--- src/logic/qpc_defs.svh ---
// register offsets, field positions, reset values and sizes of the qos classifier
// assumes: included by bare name from the package and the design files
`ifndef QPC_DEFS_SVH
`define QPC_DEFS_SVH

// ------------------------------------------------------------
// register byte offsets
// ------------------------------------------------------------
`define QPC_OFS_CTRL     8'h00
`define QPC_OFS_PCP_MAP  8'h04
`define QPC_OFS_DSCP_LO  8'h08
`define QPC_OFS_DSCP_HI  8'h0c
`define QPC_OFS_QSTAT    8'h10
`define QPC_OFS_DROPS    8'h14

// ------------------------------------------------------------
// control field positions
// ------------------------------------------------------------
`define QPC_CTRL_MODE_LSB  0
`define QPC_CTRL_WRR_BIT   2
`define QPC_CTRL_JUMBO_BIT 3
`define QPC_CTRL_BULK_LSB  4
`define QPC_CTRL_WHI_LSB   8
`define QPC_CTRL_WLO_LSB   12

// ------------------------------------------------------------
// reset values and sizes
// ------------------------------------------------------------
`define QPC_PCP_MAP_RST  8'h00
`define QPC_DSCP_MAP_RST 64'h0
`define QPC_WT_HI_RST    4'h3
`define QPC_WT_LO_RST    4'h1
`define QPC_DEPTH        16
`define QPC_NORM_THR     12

`endif

--- src/logic/qpc_pkg.sv ---
// types shared by the qos classifier and its egress scheduler
// assumes: qpc_defs.svh lies on the include path
package qpc_pkg;
   `include "qpc_defs.svh"

   typedef enum logic [1:0] {
      QPC_OFF  = 2'h0,
      QPC_PCP  = 2'h1,
      QPC_DSCP = 2'h2
   } qpc_mode_t;

   typedef enum logic [1:0] {
      QPC_BULK_KEEP = 2'h0,
      QPC_BULK_NORM = 2'h1,
      QPC_BULK_HIGH = 2'h2
   } qpc_bulk_t;

   // header fields of one received frame, extracted upstream
   typedef struct packed {
      logic has_tag;
      logic [2:0] pcp;
      logic is_ip;
      logic [5:0] dscp;
      logic [7:0] tag;
   } qpc_desc_t;

   typedef struct packed {
      logic high;
      logic drop;
      logic [7:0] tag;
   } qpc_res_t;
endpackage

--- src/logic/qpc_sched.sv ---
// egress pick between the high and normal queues: strict or weighted round robin
// assumes: same clock as the classifier; take pulses once per dequeued packet
`timescale 1ns/10ps
module qpc_sched
   import qpc_pkg::*;
(
   input logic pclk,
   input logic presetn,
   input logic pce,
   input logic hi_avail,
   input logic lo_avail,
   input logic wrr_en,
   input logic [3:0] wt_hi,
   input logic [3:0] wt_lo,
   input logic take,
   output logic sel_hi
);
   logic turn_hi_q;
   logic turn_hi_d;
   logic [3:0] credit_q;
   logic [3:0] credit_d;
   logic [4:0] credit_inc;
   logic [3:0] wt_cur;
   logic [3:0] wt_sel;
   logic wrr_pick;

   assign wt_cur = turn_hi_q ? wt_hi : wt_lo;
   assign wt_sel = sel_hi ? wt_hi : wt_lo;
   assign credit_inc = {1'b0, credit_q} + 5'h01;
   // an empty turn owner yields so the other queue never idles
   assign wrr_pick = (hi_avail && lo_avail) ? turn_hi_q : hi_avail;
   assign sel_hi = wrr_en ? wrr_pick : hi_avail;

   always_comb begin
      turn_hi_d = turn_hi_q;
      credit_d = credit_q;
      if (take && wrr_en) begin
         if (sel_hi != turn_hi_q) begin
            // a weight of one is used up by this single yielded frame
            if (wt_sel <= 4'h1) begin
               turn_hi_d = turn_hi_q;
               credit_d = 4'h0;
            end else begin
               turn_hi_d = sel_hi;
               credit_d = 4'h1;
            end
         end else if (credit_inc >= {1'b0, wt_cur}) begin
            // weight zero behaves as one
            turn_hi_d = ~turn_hi_q;
            credit_d = 4'h0;
         end else begin
            credit_d = credit_inc[3:0];
         end
      end
   end

   always_ff @(posedge pclk or negedge presetn) begin
      if (!presetn) begin
         turn_hi_q <= 1'b1;
         credit_q <= 4'h0;
      end else if (pce) begin
         turn_hi_q <= turn_hi_d;
         credit_q <= credit_d;
      end
   end
endmodule

--- src/logic/qpc_top.sv ---
// qos priority classifier: per-frame class, congestion drop and egress pick
// assumes: apb master on pclk; descriptors and egress ready come from logic on pclk
//
// Notes on behaviour
// three exclusive modes: off, user priority, code point; one decides at a time
// with classification off every frame gets the same, normal, class
// user priority mode indexes an eight-entry high/normal table by tag priority
// code point mode indexes a 64-entry high/normal table by six-bit code point
// two classes; under load normal frames are dropped before high ones
// in strict mode high class frames are served ahead of normal ones at egress
// bulk setting fills active table all normal or all high; custom writes entries
// strict or weighted round robin; round robin barred while jumbo frames enabled
// frame lacking the field the mode needs gets normal class
`timescale 1ns/10ps
`include "qpc_defs.svh"
module qpc_top
   import qpc_pkg::*;
#(
   parameter int DEPTH = `QPC_DEPTH,
   parameter int NORM_THR = `QPC_NORM_THR
) (
   input logic pclk,
   input logic presetn,
   input logic pce,
   input logic psel,
   input logic penable,
   input logic pwrite,
   input logic [7:0] paddr,
   input logic [31:0] pwdata,
   output logic [31:0] prdata,
   output logic pready,
   output logic pslverr,
   input logic rx_valid,
   input qpc_desc_t rx_desc,
   output logic rx_ready,
   output logic res_valid,
   output qpc_res_t res,
   input logic tx_ready,
   output logic tx_valid,
   output logic tx_high
);
   localparam int CW = $clog2(DEPTH + 1);

   // ------------------------------------------------------------
   // apb decode
   // ------------------------------------------------------------
   logic pready_q;
   logic pslverr_q;
   logic [31:0] prdata_q;
   logic [31:0] rd_mux;
   logic hit_ctrl;
   logic hit_pcp;
   logic hit_dlo;
   logic hit_dhi;
   logic hit_qst;
   logic hit_drp;
   logic addr_hit;
   logic acc_first;
   logic wr_en;

   assign hit_ctrl = paddr == `QPC_OFS_CTRL;
   assign hit_pcp = paddr == `QPC_OFS_PCP_MAP;
   assign hit_dlo = paddr == `QPC_OFS_DSCP_LO;
   assign hit_dhi = paddr == `QPC_OFS_DSCP_HI;
   assign hit_qst = paddr == `QPC_OFS_QSTAT;
   assign hit_drp = paddr == `QPC_OFS_DROPS;
   assign addr_hit = hit_ctrl | hit_pcp | hit_dlo | hit_dhi | hit_qst | hit_drp;
   assign acc_first = psel && penable && !pready_q;
   // writes land on the completing edge; unmapped writes are dropped
   assign wr_en = pce && psel && penable && pready_q && pwrite && addr_hit;

   // ------------------------------------------------------------
   // configuration
   // ------------------------------------------------------------
   qpc_mode_t mode_q;
   logic wrr_q;
   logic jumbo_q;
   logic [3:0] wt_hi_q;
   logic [3:0] wt_lo_q;
   logic [7:0] pcp_map_q;
   logic [63:0] dscp_map_q;
   logic [1:0] wr_mode;
   qpc_mode_t mode_d;
   qpc_bulk_t bulk_w;
   logic jumbo_d;
   logic wrr_d;
   logic bulk_pcp;
   logic bulk_dscp;
   logic bulk_val;
   logic [7:0] pcp_map_d;
   logic [63:0] dscp_map_d;

   assign wr_mode = pwdata[`QPC_CTRL_MODE_LSB +: 2];
   // the unused fourth code is refused and the old mode kept
   assign mode_d = (wr_mode == 2'h3) ? mode_q : qpc_mode_t'(wr_mode);
   assign jumbo_d = pwdata[`QPC_CTRL_JUMBO_BIT];
   assign wrr_d = pwdata[`QPC_CTRL_WRR_BIT] && !jumbo_d;
   assign bulk_w = qpc_bulk_t'(pwdata[`QPC_CTRL_BULK_LSB +: 2]);
   assign bulk_val = bulk_w == QPC_BULK_HIGH;
   // bulk fill targets the table of the mode in force after the write
   assign bulk_pcp = wr_en && hit_ctrl && mode_d == QPC_PCP && bulk_w != QPC_BULK_KEEP;
   assign bulk_dscp = wr_en && hit_ctrl && mode_d == QPC_DSCP && bulk_w != QPC_BULK_KEEP;
   assign pcp_map_d = bulk_pcp ? {8{bulk_val}} : pwdata[7:0];
   assign dscp_map_d = bulk_dscp ? {64{bulk_val}} :
      (hit_dlo ? {dscp_map_q[63:32], pwdata} : {pwdata, dscp_map_q[31:0]});

   always_ff @(posedge pclk or negedge presetn) begin
      if (!presetn) begin
         mode_q <= QPC_OFF;
         wrr_q <= 1'b0;
         jumbo_q <= 1'b0;
         wt_hi_q <= `QPC_WT_HI_RST;
         wt_lo_q <= `QPC_WT_LO_RST;
      end else if (wr_en && hit_ctrl) begin
         mode_q <= mode_d;
         wrr_q <= wrr_d;
         jumbo_q <= jumbo_d;
         wt_hi_q <= pwdata[`QPC_CTRL_WHI_LSB +: 4];
         wt_lo_q <= pwdata[`QPC_CTRL_WLO_LSB +: 4];
      end
   end

   always_ff @(posedge pclk or negedge presetn) begin
      if (!presetn) begin
         pcp_map_q <= `QPC_PCP_MAP_RST;
         dscp_map_q <= `QPC_DSCP_MAP_RST;
      end else begin
         if (bulk_pcp || (wr_en && hit_pcp)) begin
            pcp_map_q <= pcp_map_d;
         end
         if (bulk_dscp || (wr_en && (hit_dlo || hit_dhi))) begin
            dscp_map_q <= dscp_map_d;
         end
      end
   end

   // ------------------------------------------------------------
   // classification and congestion drop
   // ------------------------------------------------------------
   logic rx_ready_q;
   logic res_valid_q;
   qpc_res_t res_q;
   logic acc;
   logic cls_high;
   logic cls_drop;
   logic [CW-1:0] cnt_hi_q;
   logic [CW-1:0] cnt_lo_q;
   logic [CW:0] total;
   logic pcp_high;
   logic dscp_high;

   assign acc = pce && rx_valid && rx_ready_q;
   assign pcp_high = rx_desc.has_tag && pcp_map_q[rx_desc.pcp];
   assign dscp_high = rx_desc.is_ip && dscp_map_q[rx_desc.dscp];
   // only the selected table is consulted; off means all normal
   assign cls_high = (mode_q == QPC_PCP) ? pcp_high : (mode_q == QPC_DSCP) ? dscp_high : 1'b0;
   assign total = {1'b0, cnt_hi_q} + {1'b0, cnt_lo_q};
   // normal frames give up the last DEPTH-NORM_THR slots to high frames
   assign cls_drop = cls_high ? (total >= (CW+1)'(DEPTH)) : (total >= (CW+1)'(NORM_THR));

   // ------------------------------------------------------------
   // egress queues and pick
   // ------------------------------------------------------------
   logic tx_valid_q;
   logic tx_high_q;
   logic hi_avail;
   logic lo_avail;
   logic sel_hi;
   logic deq;
   logic deq_hi;
   logic deq_lo;
   logic enq_hi;
   logic enq_lo;
   logic [15:0] drop_lo_q;
   logic [15:0] drop_hi_q;

   assign hi_avail = cnt_hi_q != '0;
   assign lo_avail = cnt_lo_q != '0;
   assign deq = pce && tx_ready && (hi_avail || lo_avail);
   assign deq_hi = deq && sel_hi;
   assign deq_lo = deq && !sel_hi;
   assign enq_hi = acc && cls_high && !cls_drop;
   assign enq_lo = acc && !cls_high && !cls_drop;

   qpc_sched u_sched (
      .pclk(pclk),
      .presetn(presetn),
      .pce(pce),
      .hi_avail(hi_avail),
      .lo_avail(lo_avail),
      .wrr_en(wrr_q),
      .wt_hi(wt_hi_q),
      .wt_lo(wt_lo_q),
      .take(deq),
      .sel_hi(sel_hi)
   );

   always_ff @(posedge pclk or negedge presetn) begin
      if (!presetn) begin
         rx_ready_q <= 1'b0;
         res_valid_q <= 1'b0;
         res_q <= '0;
         cnt_hi_q <= '0;
         cnt_lo_q <= '0;
         tx_valid_q <= 1'b0;
         tx_high_q <= 1'b0;
         drop_lo_q <= 16'h0000;
         drop_hi_q <= 16'h0000;
      end else if (pce) begin
         rx_ready_q <= 1'b1;
         res_valid_q <= acc;
         if (acc) begin
            res_q <= '{high: cls_high, drop: cls_drop, tag: rx_desc.tag};
         end
         cnt_hi_q <= cnt_hi_q + CW'(enq_hi) - CW'(deq_hi);
         cnt_lo_q <= cnt_lo_q + CW'(enq_lo) - CW'(deq_lo);
         tx_valid_q <= deq;
         tx_high_q <= deq_hi;
         // counters saturate rather than wrap
         if (acc && cls_drop && !cls_high && drop_lo_q != 16'hffff) begin
            drop_lo_q <= drop_lo_q + 16'h0001;
         end
         if (acc && cls_drop && cls_high && drop_hi_q != 16'hffff) begin
            drop_hi_q <= drop_hi_q + 16'h0001;
         end
      end
   end

   // ------------------------------------------------------------
   // read back and bus answer
   // ------------------------------------------------------------
   assign rd_mux = hit_ctrl ? {16'h0000, wt_lo_q, wt_hi_q, 4'h0, jumbo_q, wrr_q, mode_q} :
                   hit_pcp ? {24'h000000, pcp_map_q} :
                   hit_dlo ? dscp_map_q[31:0] :
                   hit_dhi ? dscp_map_q[63:32] :
                   hit_qst ? {8'h00, 8'(cnt_lo_q), 8'h00, 8'(cnt_hi_q)} :
                   hit_drp ? {drop_hi_q, drop_lo_q} : 32'h00000000;

   always_ff @(posedge pclk or negedge presetn) begin
      if (!presetn) begin
         pready_q <= 1'b0;
         pslverr_q <= 1'b0;
         prdata_q <= 32'h00000000;
      end else if (pce) begin
         pready_q <= acc_first;
         pslverr_q <= acc_first && !addr_hit;
         prdata_q <= (acc_first && !pwrite) ? rd_mux : 32'h00000000;
      end
   end

   assign prdata = prdata_q;
   assign pready = pready_q;
   assign pslverr = pslverr_q;
   assign rx_ready = rx_ready_q;
   assign res_valid = res_valid_q;
   assign res = res_q;
   assign tx_valid = tx_valid_q;
   assign tx_high = tx_high_q;
endmodule

--- config.mk ---
export PLATFORM = sky130hd
export DESIGN_NAME = qpc_top
export DESIGN_NICKNAME = d
export VERILOG_FILES = /design/src/logic/qpc_pkg.sv /design/src/logic/qpc_sched.sv /design/src/logic/qpc_top.sv
export VERILOG_INCLUDE_DIRS = /design/src /design/src/logic
export SDC_FILE = /design/constraint.sdc
export NUM_CORES = 1
export LEC_CHECK = 0
export ABC_AREA = 1
export BUFFER_PORTS_ARGS = -buffer_cell sky130_fd_sc_hd__buf_2
export CORE_MARGIN = 2
export CORE_UTILIZATION = 30
export CTS_CLUSTER_SIZE = 20
export DETAILED_ROUTE_END_ITERATION = 8
export GPL_TIMING_DRIVEN = 0
export PLACE_DENSITY_LB_ADDON = 0.08
export SLEW_MARGIN = 20
export SYNTH_ARGS = -nofsm -noshare
export SYNTH_HDL_FRONTEND = slang
export SYNTH_SLANG_ARGS = --single-unit
export TNS_END_PERCENT = 50
--- constraint.sdc ---
create_clock -name pclk -period 4.9 [get_ports pclk]
set_input_delay 0.49 -clock pclk [delete_from_list [all_inputs] [get_ports pclk]]
set_output_delay 0.49 -clock pclk [all_outputs]
set_load 0.1 [all_outputs]
==> impl_metrics.json, run 1 <==
{
  "hold_class": "primary input to flop",
  "start_util_pct": 30.53,
  "synth_area_leader_cell": "dfrtp_1",
  "min_period_over_period_pct": 82.88,
  "syn_area_sq_mm": 0.01057,
  "syn_inst": 1367,
  "grt_overflow": 0,
  "wl_per_cell_um": 19.35,
  "core-area_sq_mm": 0.03463,
  "nFillCells": 3772,
  "drv_cap": 0,
  "status": "complete, no violations",
  "seq_area_frac_synth_pct": 42.42,
  "clock_sinks": 179,
  "slowest_stage": "nor3b_1",
  "synth_adder_area_share_pct": 3.645,
  "port_buffers": 109,
  "io-pin-count": 115,
  "grt_usage_pct": 21.48,
  "yosysWarnings": 0,
  "cts_tree": "built",
  "synthMuxAreaShare_pct": 2.557,
  "clock_latency_ns": 0.46,
  "drive_above_1_share_pct": 15.68,
  "final_core_util_pct": 35.75,
  "grt_pass1_wl_um": 58240,
  "synthTopCellsByArea": "dfrtp_1 (41%), nand2_1 (13%), o21ai_0 (7.1%), inv_1 (6.2%), nand3_1 (5.0%)",
  "cp-end-kind": "flop",
  "first_pass_iters": 7,
  "max_freq_mhz": 246.2,
  "dieArea_sq_mm": 0.03675,
  "tightest_slew_ns": 0.9124,
  "synth_xor_area_share_pct": 2.817,
  "final_cells": 1966,
  "powerDensity_mw_per_mm2": 351.6,
  "antenna_left": 0,
  "hpwl_um": 29490,
  "syn-num-nets": 1463,
  "die_w_um": 191.7,
  "p_leak_nw": 6.300,
  "setup_viol": 0,
  "setup_tns_ns": 0,
  "synth-compound-area-share_pct": 14.92,
  "layout.nets": 1594,
  "synthFlopType": "dfrtp_1",
  "synth_top_family_by_area": "simple AND/OR/NAND/NOR gates",
  "die_h_um": 191.7,
  "synth-edff-count": 0,
  "slowest_delay_ns": 0.53,
  "cp-start-kind": "flop",
  "drt-initial-drc-count": 711,
  "num_vias": 9688,
  "antenna_found_initial": 0,
  "cts_buffers": 17,
  "rsz0062_at_grt": "no",
  "insertedDiodeCount": 0,
  "ir_drop_mv": 0.2670,
  "hold_viol_final": 0,
  "gp_congestion": 0.8580,
  "critPathMaxFanout": 4,
  "vias_per_cell": 4.928,
  "drv_slew": 0,
  "clkTransAtPathRegs_ns": 0.07,
  "clock_skew_ns": 0.01459,
  "areaGrowthSynthToFinish_pct": 17.09,
  "grt_pass1_vias": 9488,
  "grt_max_degree": 73,
  "placed_cell_area_sq_mm": 0.01175,
  "synth_cell_types": 53,
  "dpl.cell_count": 1933,
  "cts_resized": 0,
  "cts.htree.levels": 4,
  "arrival_ns": 4.44,
  "crit_chain": "ha_1, a21oi_1, inv_1, a31oi_1, nand3_1, o21ai_0, nor3b_1, nand3_1, ha_1, inv_1, ha_1, inv_1, fa_1, or2_2, a21oi_1, nor2_1, nand2_1, nand2_1, nor2_1, xor2_1",
  "ys_ff_latch": 179,
  "max_slew_margin_pct": 38.71,
  "cts_buffer_depth": 2,
  "wl_um": 38050,
  "postSynthAreaPerCell_sq_um": 7.733,
  "synthArstFlopShare_pct": 100.0,
  "rows": 68,
  "synth_top_area_share_pct": 41.43,
  "cts_root_buf": "clkbuf_16",
  "worstPathRequired_ns": 5.28,
  "crit_type": "flop to flop",
  "drcViolationCount": 0,
  "min_period_ns": 4.061,
  "holdWs_ns": 0.2359,
  "synth_simple_gate_area_share_pct": 24.00,
  "final_cell_area_sq_mm": 0.01238
}
-- placed cells by master (no fill, tap or decap), types with 25 or more instances in the layout --
master    count
inv_1       175
nand3_1     105
o21ai_0     150
nand2_1     369
a21oi_1      26
clkbuf_1     31
ha_1         26
nor2_1       39
buf_2       129
o21ai_1      25
dfrtp_1     175
xor2_1       33
-- stage by stage --
stage	power (W)	setup WS [ns]
5_1_grt	0.004622	0.4911
4_1_cts	0.004399	0.8274
6_report	0.004352	0.8389
3_3_place_gp	0.002888	-0.03836
2_1_floorplan	0.002536	1.249
3_5_place_dp	0.002902	0.8108
-- synthesized netlist by cell type, types with 3 or more instances --
library cell	n
nand2_1	369
nand2_4	4
o21ai_1	25
o211ai_1	7
a21oi_1	26
inv_2	10
ha_1	26
buf_2	21
clkbuf_1	31
a221oi_1	8
o22ai_1	14
mux2_1	4
mux2_2	20
nor4_1	5
a32o_1	9
dfrtp_1	175
inv_1	175
or2_2	4
nor2_2	7
o21ai_0	150
nor2_1	39
nand3_1	105
o31ai_1	5
o221ai_1	8
dfstp_2	4
fa_1	3
xor2_1	33
o2111ai_1	8
buf_4	9
nand4_1	23
nor3_1	13
-- timing repair --
action,CTS,global route
hold endpoints to repair,51,0
hold buffers,1,0
endpoints found under the setup margin,0,0
buffers inserted,0,0
-- where the power goes --
part	internal [W]	switching, W	total, W	leakage, nW
registers	0.00157	0.000114	0.00168	2.17
logic	0.000361	0.000819	0.00118	3.83
clock network	0.000825	0.000665	0.00149	0.307
-- state kept, by name, summed over array words and instances (netlist names) --
register	flops
cnt_hi_q	5
cnt_lo_q	5
drop_hi_q	16
drop_lo_q	16
dscp_map_q	64
jumbo_q	1
mode_q	2
pcp_map_q	8
prdata	32
pready	1
pslverr	1
res	10
res_valid	1
rx_ready	1
tx_high	1
tx_valid	1
u_sched.credit_q	4
u_sched.turn_hi_q	1
wrr_q	1
wt_hi_q	4
wt_lo_q	4
-- routing by layer --
metal	share of wire (%)	track usage, %	routed length, um
met5	0	0	0
met3	4.5	3.216	1728
met2	44	33.25	16930
met1	49	30.77	18610
met4	2.1	6.657	788
-- kinds of logic (layout without fill, tap and decap cells) --
logic type	count (synthesis)	in the layout
AO/OA/AOI/OAI	269	269
multiplexers	24	24
adder cells (fa/ha/maj)	29	29
flip-flops	179	179
AND/OR/NAND/NOR	581	581
buffers and inverters	251	395
XOR/XNOR	34	34
-- layout make-up --
type                            count  area [sq um]  share of cell area, %
Sequential cell                   179          4484                  36.23
Clock inverter                     14         177.7                  1.435
Inverter                          187         703.2                  5.681
Multi-Input combinational cell    937          5069                  40.95
Timing Repair Buffer              112         620.6                  5.014
Buffer                             64         315.3                  2.547
Tap cell                          455         569.3                  4.599
Clock buffer                       18         439.2                  3.548
-- final timing paths --
| path | from | to | slack (ns) | depth (start not counted) |
|---|---|---|---|---|
| setup / recovery | cnt_lo_q[2] | cnt_hi_q[4] | 0.84 | 20 |
| hold / removal | rx_desc[3] | res[3] | 0.24 | 3 |
| setup reg to reg | cnt_lo_q[2] | cnt_hi_q[4] | 0.84 | 20 |
| hold reg to reg | res_valid | res_valid | 0.48 | 2 |
| max in group asynchronous | presetn | res[8] | 3.60 | 3 |
| min in group asynchronous | presetn | dscp_map_q[43] | 0.53 | 2 |
-- worst max-delay path: cells and delay by family, from the launching register on --
family | cells | cell delay (ns)
xor gates and xnor gates | 1 | 0.15
DFF | 1 | 0.44
adders and majority gates | 4 | 1.18
buffers and inverters | 3 | 0.15
AOI/OAI and AO/OA | 4 | 0.62
and+or+nand+nor | 8 | 1.44
(Power assumes the default switching activity.)
==> run 2: changes to the inputs <==
--- a/config.mk
+++ b/config.mk
@@ -6,7 +6,7 @@
 export SDC_FILE = /design/constraint.sdc
 export NUM_CORES = 1
 export LEC_CHECK = 0
-export ABC_AREA = 1
+export ABC_AREA = 0
 export BUFFER_PORTS_ARGS = -buffer_cell sky130_fd_sc_hd__buf_2
 export CORE_MARGIN = 2
 export CORE_UTILIZATION = 30
==> constraint.sdc (replaced) <==
create_clock -name pclk -period 3.9 [get_ports pclk]
set_input_delay 0.39 -clock pclk [delete_from_list [all_inputs] [get_ports pclk]]
set_output_delay 0.39 -clock pclk [all_outputs]
set_load 0.1 [all_outputs]
==> run 2 against run 1 <==
Worst hold slack worse by 0.077 ns. Clock skew down 0.0040 ns. Register-to-register slack worse by 0.68 ns. Synthesized cell count down 26%. Die area down 6.7%. Final area down 5.3%. Power up 16%. Area after synthesis down 6.9%. Sequential cell count unchanged. Count of clock-buffer cells in the layout down 1. First-iteration DRC count down 24%. Non-clock buffer count up 16.
==> impl_metrics.json, run 2 <==
{
  "status": "complete, no violations",
  "wl_um": 34080,
  "power_w": 0.005035,
  "drv_slew": 0,
  "min_from": "pwdata[9]",
  "syn_inst": 1017,
  "final_cell_mix": "dfrtp_1 (175), buf_2 (118), nand2_1 (114)",
  "synthFlopType": "dfrtp_1",
  "grtUsageMet3_pct": 3.519,
  "final_cell_area_sq_mm": 0.01172,
  "synthArstFlopShare_pct": 100.0,
  "p_leak_nw": 5.227,
  "holdPathStages": 3,
  "vias_per_cell": 5.101,
  "gp_congestion": 0.8791,
  "postSynthAreaPerCell_sq_um": 9.682,
  "setup_viol": 0,
  "synth_top_area_share_pct": 44.47,
  "wl_per_cell_um": 21.13,
  "cp_top_family": "multiplexers",
  "max_slew_margin_pct": 27.02,
  "drcViolationCount": 0,
  "use_met1_pct": 30.54,
  "first_pass_iters": 5,
  "final_common_cell": "dfrtp_1",
  "antenna_found_initial": 0,
  "path_buf_inv": 4,
  "grt_usage_pct": 20.42,
  "die_h_um": 185.2,
  "insertedDiodeCount": 0,
  "placed_cell_area_sq_mm": 0.01102,
  "grt-busiest-layer": "met2",
  "critPathMaxFanout": 5,
  "rsz0062_at_grt": "yes",
  "synth_area_leader_cell": "dfrtp_1",
  "slowest_stage": "mux4_2",
  "cts_tree": "built",
  "drive_above_1_share_pct": 19.90,
  "r2r-end": "cnt_lo_q[4]",
  "min_period_over_period_pct": 95.95,
  "drt-initial-drc-count": 539,
  "clock_skew_ns": 0.01064,
  "core-area_sq_mm": 0.03245,
  "synth_cell_types": 55,
  "hold_viol_final": 0,
  "crit_top_cell": "inv_1",
  "num_vias": 8228,
  "drv_cap": 0,
  "die_w_um": 185.2,
  "syn-num-nets": 1113,
  "port_buffers": 110,
  "ir_drop_mv": 0.3039,
  "yosysWarnings": 0,
  "nFillCells": 3426,
  "grt_pass1_wl_um": 51100,
  "worst-r2r-setup-slack_ns": 0.16,
  "cp-start-kind": "flop",
  "cts_buffers": 17,
  "io-pin-count": 115,
  "r2r_cells": 19,
  "cp-end-kind": "flop",
  "tightest_slew_ns": 1.095,
  "cts_buffer_depth": 2,
  "gr-usage-met2_pct": 30.79,
  "grt_max_degree": 72,
  "slowest_delay_ns": 0.51,
  "synthTopCellsByCount": "dfrtp_1 (175), nand2_1 (114), a21oi_1 (95)",
  "powerDensity_mw_per_mm2": 429.7,
  "hold_class": "primary input to flop",
  "synthTopCellsByArea": "dfrtp_1 (44%), a21oi_1 (4.8%), mux2i_1 (4.4%), nand2_1 (4.3%), o21ai_0 (4.0%)",
  "clock_latency_ns": 0.45,
  "synth.most_common_cell": "dfrtp_1",
  "hpwl_um": 26290,
  "layout.nets": 1254,
  "crit_chain": "mux4_2, mux4_2, nand2b_4, o211ai_1, and3_4, buf_12, nand2_1, ha_1, inv_1, ha_1, inv_1, fa_2, inv_1, a21oi_1, nor2_1, nor2_1, xnor2_1, nand2_1, xnor2_1",
  "grt_overflow": 0,
  "cts_root_buf": "clkbuf_16",
  "cts.htree.levels": 4,
  "clock_sinks": 179,
  "hold_end": "wt_hi_q[1]",
  "worstPathRequired_ns": 4.23,
  "setup_tns_ns": 0,
  "synth-edff-count": 0,
  "path_depth": 19,
  "ys_ff_latch": 179,
  "areaGrowthSynthToFinish_pct": 18.98,
  "max_freq_mhz": 267.2,
  "top_register": "dscp_map_q",
  "rows": 66,
  "dieArea_sq_mm": 0.03429,
  "clkTransAtPathRegs_ns": 0.07,
  "arrival_ns": 4.07,
  "crit_type": "flop to flop",
  "grt_pass1_vias": 7828,
  "start_util_pct": 30.34,
  "seq_area_frac_synth_pct": 45.54,
  "largest_register_ffs": 64,
  "r2r_start": "dscp_map_q[58]",
  "syn_area_sq_mm": 0.009847,
  "min_period_ns": 3.742,
  "antenna_left": 0
}
-- run 2: cell count changes in the layout (fill, tap and decap cells not counted), sizes merged, moves of 22 or more --
| cell | previous run | this run |
|---|---|---|
| a21oi | 28 | 95 |
| a22o | 0 | 22 |
| mux2i | 0 | 43 |
| xnor2 | 1 | 27 |
| nand2 | 375 | 114 |
| o22ai | 14 | 39 |
| inv | 189 | 63 |
| nand3 | 108 | 27 |
| o21ai | 176 | 84 |
-- run 2: area by class of cell --
class                           count  area, sq um  share of cell area [%]
Timing Repair Buffer              123        700.7                   5.980
Clock inverter                     15        131.4                   1.121
Clock buffer                       17        425.4                   3.631
Multi-Input combinational cell    710         4872                   41.58
Inverter                           58        217.7                   1.858
Sequential cell                   179         4484                   38.27
Buffer                             69        331.6                   2.830
Tap cell                          442        553.0                   4.720
-- run 2: worst register-to-register path: stages, from the launching register on --
cell	delay, ns
dfrtp_1	0.44
mux4_2	0.51
mux4_2	0.50
nand2b_4	0.16
o211ai_1	0.08
and3_4	0.24
buf_12	0.12
nand2_1	0.06
ha_1	0.27
inv_1	0.06
ha_1	0.15
inv_1	0.06
fa_2	0.35
inv_1	0.06
a21oi_1	0.06
nor2_1	0.09
nor2_1	0.06
xnor2_1	0.15
nand2_1	0.08
xnor2_1	0.15
-- run 2: timing repair --
action | in CTS | in global routing
endpoints found under the hold margin | 40 | 0
setup endpoints to repair | 2 | 2
hold buffers | 1 | 0
resized for setup | 6 | 11
setup buffers | 3 | 7
pin swaps | 0 | 6
-- run 2: stage by stage --
| step | instances | hold slack (ns) | util [%] | setup slack (ns) |
|---|---|---|---|---|
| finish | 1613 | 0.1589 | 36.10 | 0.1580 |
| global route | 1613 | 0.1604 | 36.10 | -0.02626 |
| CTS | 1606 | 0.1404 | 35.79 | 0.01417 |
| detailed placement | 1571 | 0.3221 | 33.94 | -0.4020 |
| global placement | 1569 | 0.4635 | 33.74 | -0.9546 |
| floorplan | 1017 | 0.09441 | - | 0.1727 |
-- run 2: how the worst max path moves through the flow --
| stage | start | endpoint | slack, ns |
|---|---|---|---|
| 2_1_floorplan | rx_desc[9] | cnt_lo_q[4] | 0.17 |
| 3_3_place_gp | presetn | dscp_map_q[58] | -0.95 |
| 3_5_place_dp | rx_desc[9] | cnt_lo_q[4] | -0.40 |
| 4_1_cts | dscp_map_q[58] | cnt_lo_q[4] | 0.01 |
| 5_1_grt | dscp_map_q[46] | cnt_lo_q[4] | -0.03 |
| 6_report | dscp_map_q[58] | cnt_lo_q[4] | 0.16 |
-- run 2: layer usage --
layer	vias to the layer above	routed length [um]
met5	-	0
met4	0	302
met3	18	1623
met2	204	15200
met1	4069	16950
li1	3937	-
-- run 2: power breakdown --
group	switching, W	leakage [nW]	internal, W	total [W]
Sequential	0.000156	2.42	0.00196	0.00212
Combinational	0.000755	2.54	0.000474	0.00123
Clock	0.000801	0.274	0.000885	0.00169
Total	0.00171	5.23	0.00332	0.00503
-- run 2: kinds of logic (layout without fill, tap and decap cells) --
| kind of cell | count (synthesis) | count (layout) | synth area share (%) |
|---|---|---|---|
| AOI/OAI and AO/OA | 286 | 286 | 17.22 |
| xor gates and xnor gates | 42 | 42 | 3.736 |
| adders and majority gates | 29 | 29 | 3.914 |
| buffers and inverters | 128 | 282 | 5.527 |
| DFF | 179 | 179 | 45.54 |
| muxes | 80 | 80 | 10.55 |
| and+or+nand+nor | 273 | 273 | 13.52 |
==> run 3: changes to the inputs <==
--- a/config.mk
+++ b/config.mk
@@ -9,12 +9,12 @@
 export ABC_AREA = 0
 export BUFFER_PORTS_ARGS = -buffer_cell sky130_fd_sc_hd__buf_2
 export CORE_MARGIN = 2
-export CORE_UTILIZATION = 30
+export CORE_UTILIZATION = 45
 export CTS_CLUSTER_SIZE = 20
 export DETAILED_ROUTE_END_ITERATION = 8
 export GPL_TIMING_DRIVEN = 0
 export PLACE_DENSITY_LB_ADDON = 0.08
-export SLEW_MARGIN = 20
+export SLEW_MARGIN = 0
 export SYNTH_ARGS = -nofsm -noshare
 export SYNTH_HDL_FRONTEND = slang
 export SYNTH_SLANG_ARGS = --single-unit
==> run 3 against run 2 <==
Final cell count fell by 10%. Count of clock-buffer cells in the layout rose by 2. Sequential power barely moved. Combinational power barely moved.
==> impl_metrics.json, run 3 (synthesized netlist as in run 2, its figures left out) <==
{
  "max_freq_mhz": 269.5,
  "grt_pass1_wl_um": 47450,
  "hpwl_um": 22770,
  "grt_max_degree": 107,
  "grt_usage_pct": 26.35,
  "status": "complete, no violations",
  "layout.nets": 1250,
  "final_common_cell": "dfrtp_1",
  "worst-r2r-setup-slack_ns": 0.19,
  "cp-end-kind": "flop",
  "arrival_ns": 4.04,
  "clock_sinks": 179,
  "cts_root_buf": "clkbuf_16",
  "drive_above_1_share_pct": 19.88,
  "tightest_slew_ns": 0.9926,
  "antenna_found_initial": 1,
  "nFillCells": 2063,
  "rows": 54,
  "grt_overflow": 0,
  "die_w_um": 151.9,
  "final_cell_mix": "dfrtp_1 (172), buf_2 (118), nand2_1 (114)",
  "worstPathRequired_ns": 4.23,
  "cts.htree.levels": 4,
  "placed_cell_area_sq_mm": 0.01079,
  "clock_skew_ns": 0.01469,
  "drt-initial-drc-count": 797,
  "die_h_um": 151.9,
  "cts_buffers": 17,
  "antenna_left": 0,
  "wl_um": 29990,
  "cts_buffer_depth": 2,
  "vias_per_cell": 5.720,
  "first_pass_iters": 5,
  "rsz0062_at_grt": "no",
  "top_register": "dscp_map_q",
  "drv_slew": 0,
  "areaGrowthSynthToFinish_pct": 16.71,
  "core-area_sq_mm": 0.02162,
  "dieArea_sq_mm": 0.02308,
  "grt_pass1_vias": 8195,
  "cp-start-kind": "flop",
  "num_vias": 8282,
  "min_period_ns": 3.710,
  "gp_congestion": 0.9593,
  "setup_viol": 0,
  "clock_latency_ns": 0.45,
  "p_leak_nw": 5.213,
  "drcViolationCount": 0,
  "ir_drop_mv": 0.3026,
  "io-pin-count": 115,
  "port_buffers": 110,
  "final_cell_area_sq_mm": 0.01149,
  "clkTransAtPathRegs_ns": 0.07,
  "place_ws_ns": -0.3617,
  "cts_tree": "built",
  "start_util_pct": 45.54,
  "wl_per_cell_um": 20.71,
  "crit_type": "flop to flop",
  "critPathMaxFanout": 4,
  "max_slew_margin_pct": 33.83,
  "hold_viol_final": 0,
  "powerDensity_mw_per_mm2": 443.9,
  "drv_cap": 0,
  "worst_slack_ns": 0.1895,
  "largest_register_ffs": 64,
  "hold_class": "primary input to flop",
  "min_period_over_period_pct": 95.14
}
[run 3: cell count changes in the layout (fill, tap and decap cells not counted), moves of 2 or more]
| cell | before | now |
|---|---|---|
| clkbuf_8 | 0 | 2 |
| clkinv_2 | 5 | 3 |
| clkinvlp_4 | 2 | 0 |
| buf_4 | 16 | 14 |
| dfrtp_1 | 175 | 172 |
| dfrtp_2 | 0 | 3 |
[run 3: path summary, 6_finish.rpt]
check / startpoint / to / depth (start not counted)
worst max-delay path: dscp_map_q[57] / cnt_hi_q[4] / 18
worst min-delay path: pwdata[12] / wt_lo_q[0] / 3
worst max register to register: dscp_map_q[57] / cnt_hi_q[4] / 18
worst min register to register: res[9] / res[9] / 2
max in group asynchronous: presetn / dscp_map_q[16] / 3
min in group asynchronous: presetn / drop_lo_q[11] / 2
[run 3: worst max-delay path: stages (launching register included)]
cell and delay (ns):
dfrtp_1 0.45, mux4_2 0.50, mux4_2 0.50, nand2b_4 0.16, o211ai_1 0.09, and3_4 0.27, nand2b_4 0.14, ha_4 0.19
inv_1 0.05, ha_2 0.17, inv_2 0.04, fa_2 0.36, inv_2 0.06, a21oi_2 0.04, nor2_1 0.11, nor2_1 0.07
xnor2_1 0.15, nand2_1 0.08, xnor2_1 0.16
[run 3: cell type report]
cell class,instances,area (sq um),area share (%)
Sequential cell,179,4488,39.05
Inverter,58,217.7,1.894
Clock buffer,19,452.9,3.941
Antenna cell,1,2.502,0.02177
Clock inverter,13,145.1,1.263
Timing Repair Buffer,120,658.1,5.727
Multi-Input combinational cell,710,4866,42.34
Buffer,68,311.5,2.711
Tap cell,280,350.3,3.048
[run 3: timing repair]
item | 4_1_cts | 5_1_grt
hold buffers | 1 | 0
gates resized for setup | 1 | 15
pin swaps | 0 | 6
hold endpoints to repair | 69 | 0
buffers inserted | 2 | 6
setup endpoints to repair | 2 | 2
[run 3: metal layers]
layer,global-route usage [%],wire length (um)
met1,38.90,14220
met2,40.13,13290
met3,3.965,1839
met4,8.367,640
met5,0,0
[run 3: through the flow]
step | util (%) | hold slack [ns] | total power, W | TNS [ns] | std cells
2_1_floorplan | - | 0.09441 | 0.002986 | 0 | 1017
3_3_place_gp | 49.71 | 0.4610 | 0.003293 | -114.24 | 1407
3_5_place_dp | 49.88 | 0.4099 | 0.003315 | -0.6820 | 1408
4_1_cts | 52.75 | 0.1546 | 0.005092 | 0 | 1442
5_1_grt | 53.15 | 0.1675 | 0.005352 | 0 | 1448
6_report | 53.15 | 0.1623 | 0.005102 | 0 | 1448
[run 3: report_power, final]
group          internal, W  switching (W)  total (W)  leakage [nW]
Combinational     0.000476       0.000723    0.00120          2.50
Clock             0.000989       0.000799    0.00179         0.299
Sequential         0.00196       0.000151    0.00211          2.41
Total              0.00343        0.00167    0.00510          5.21
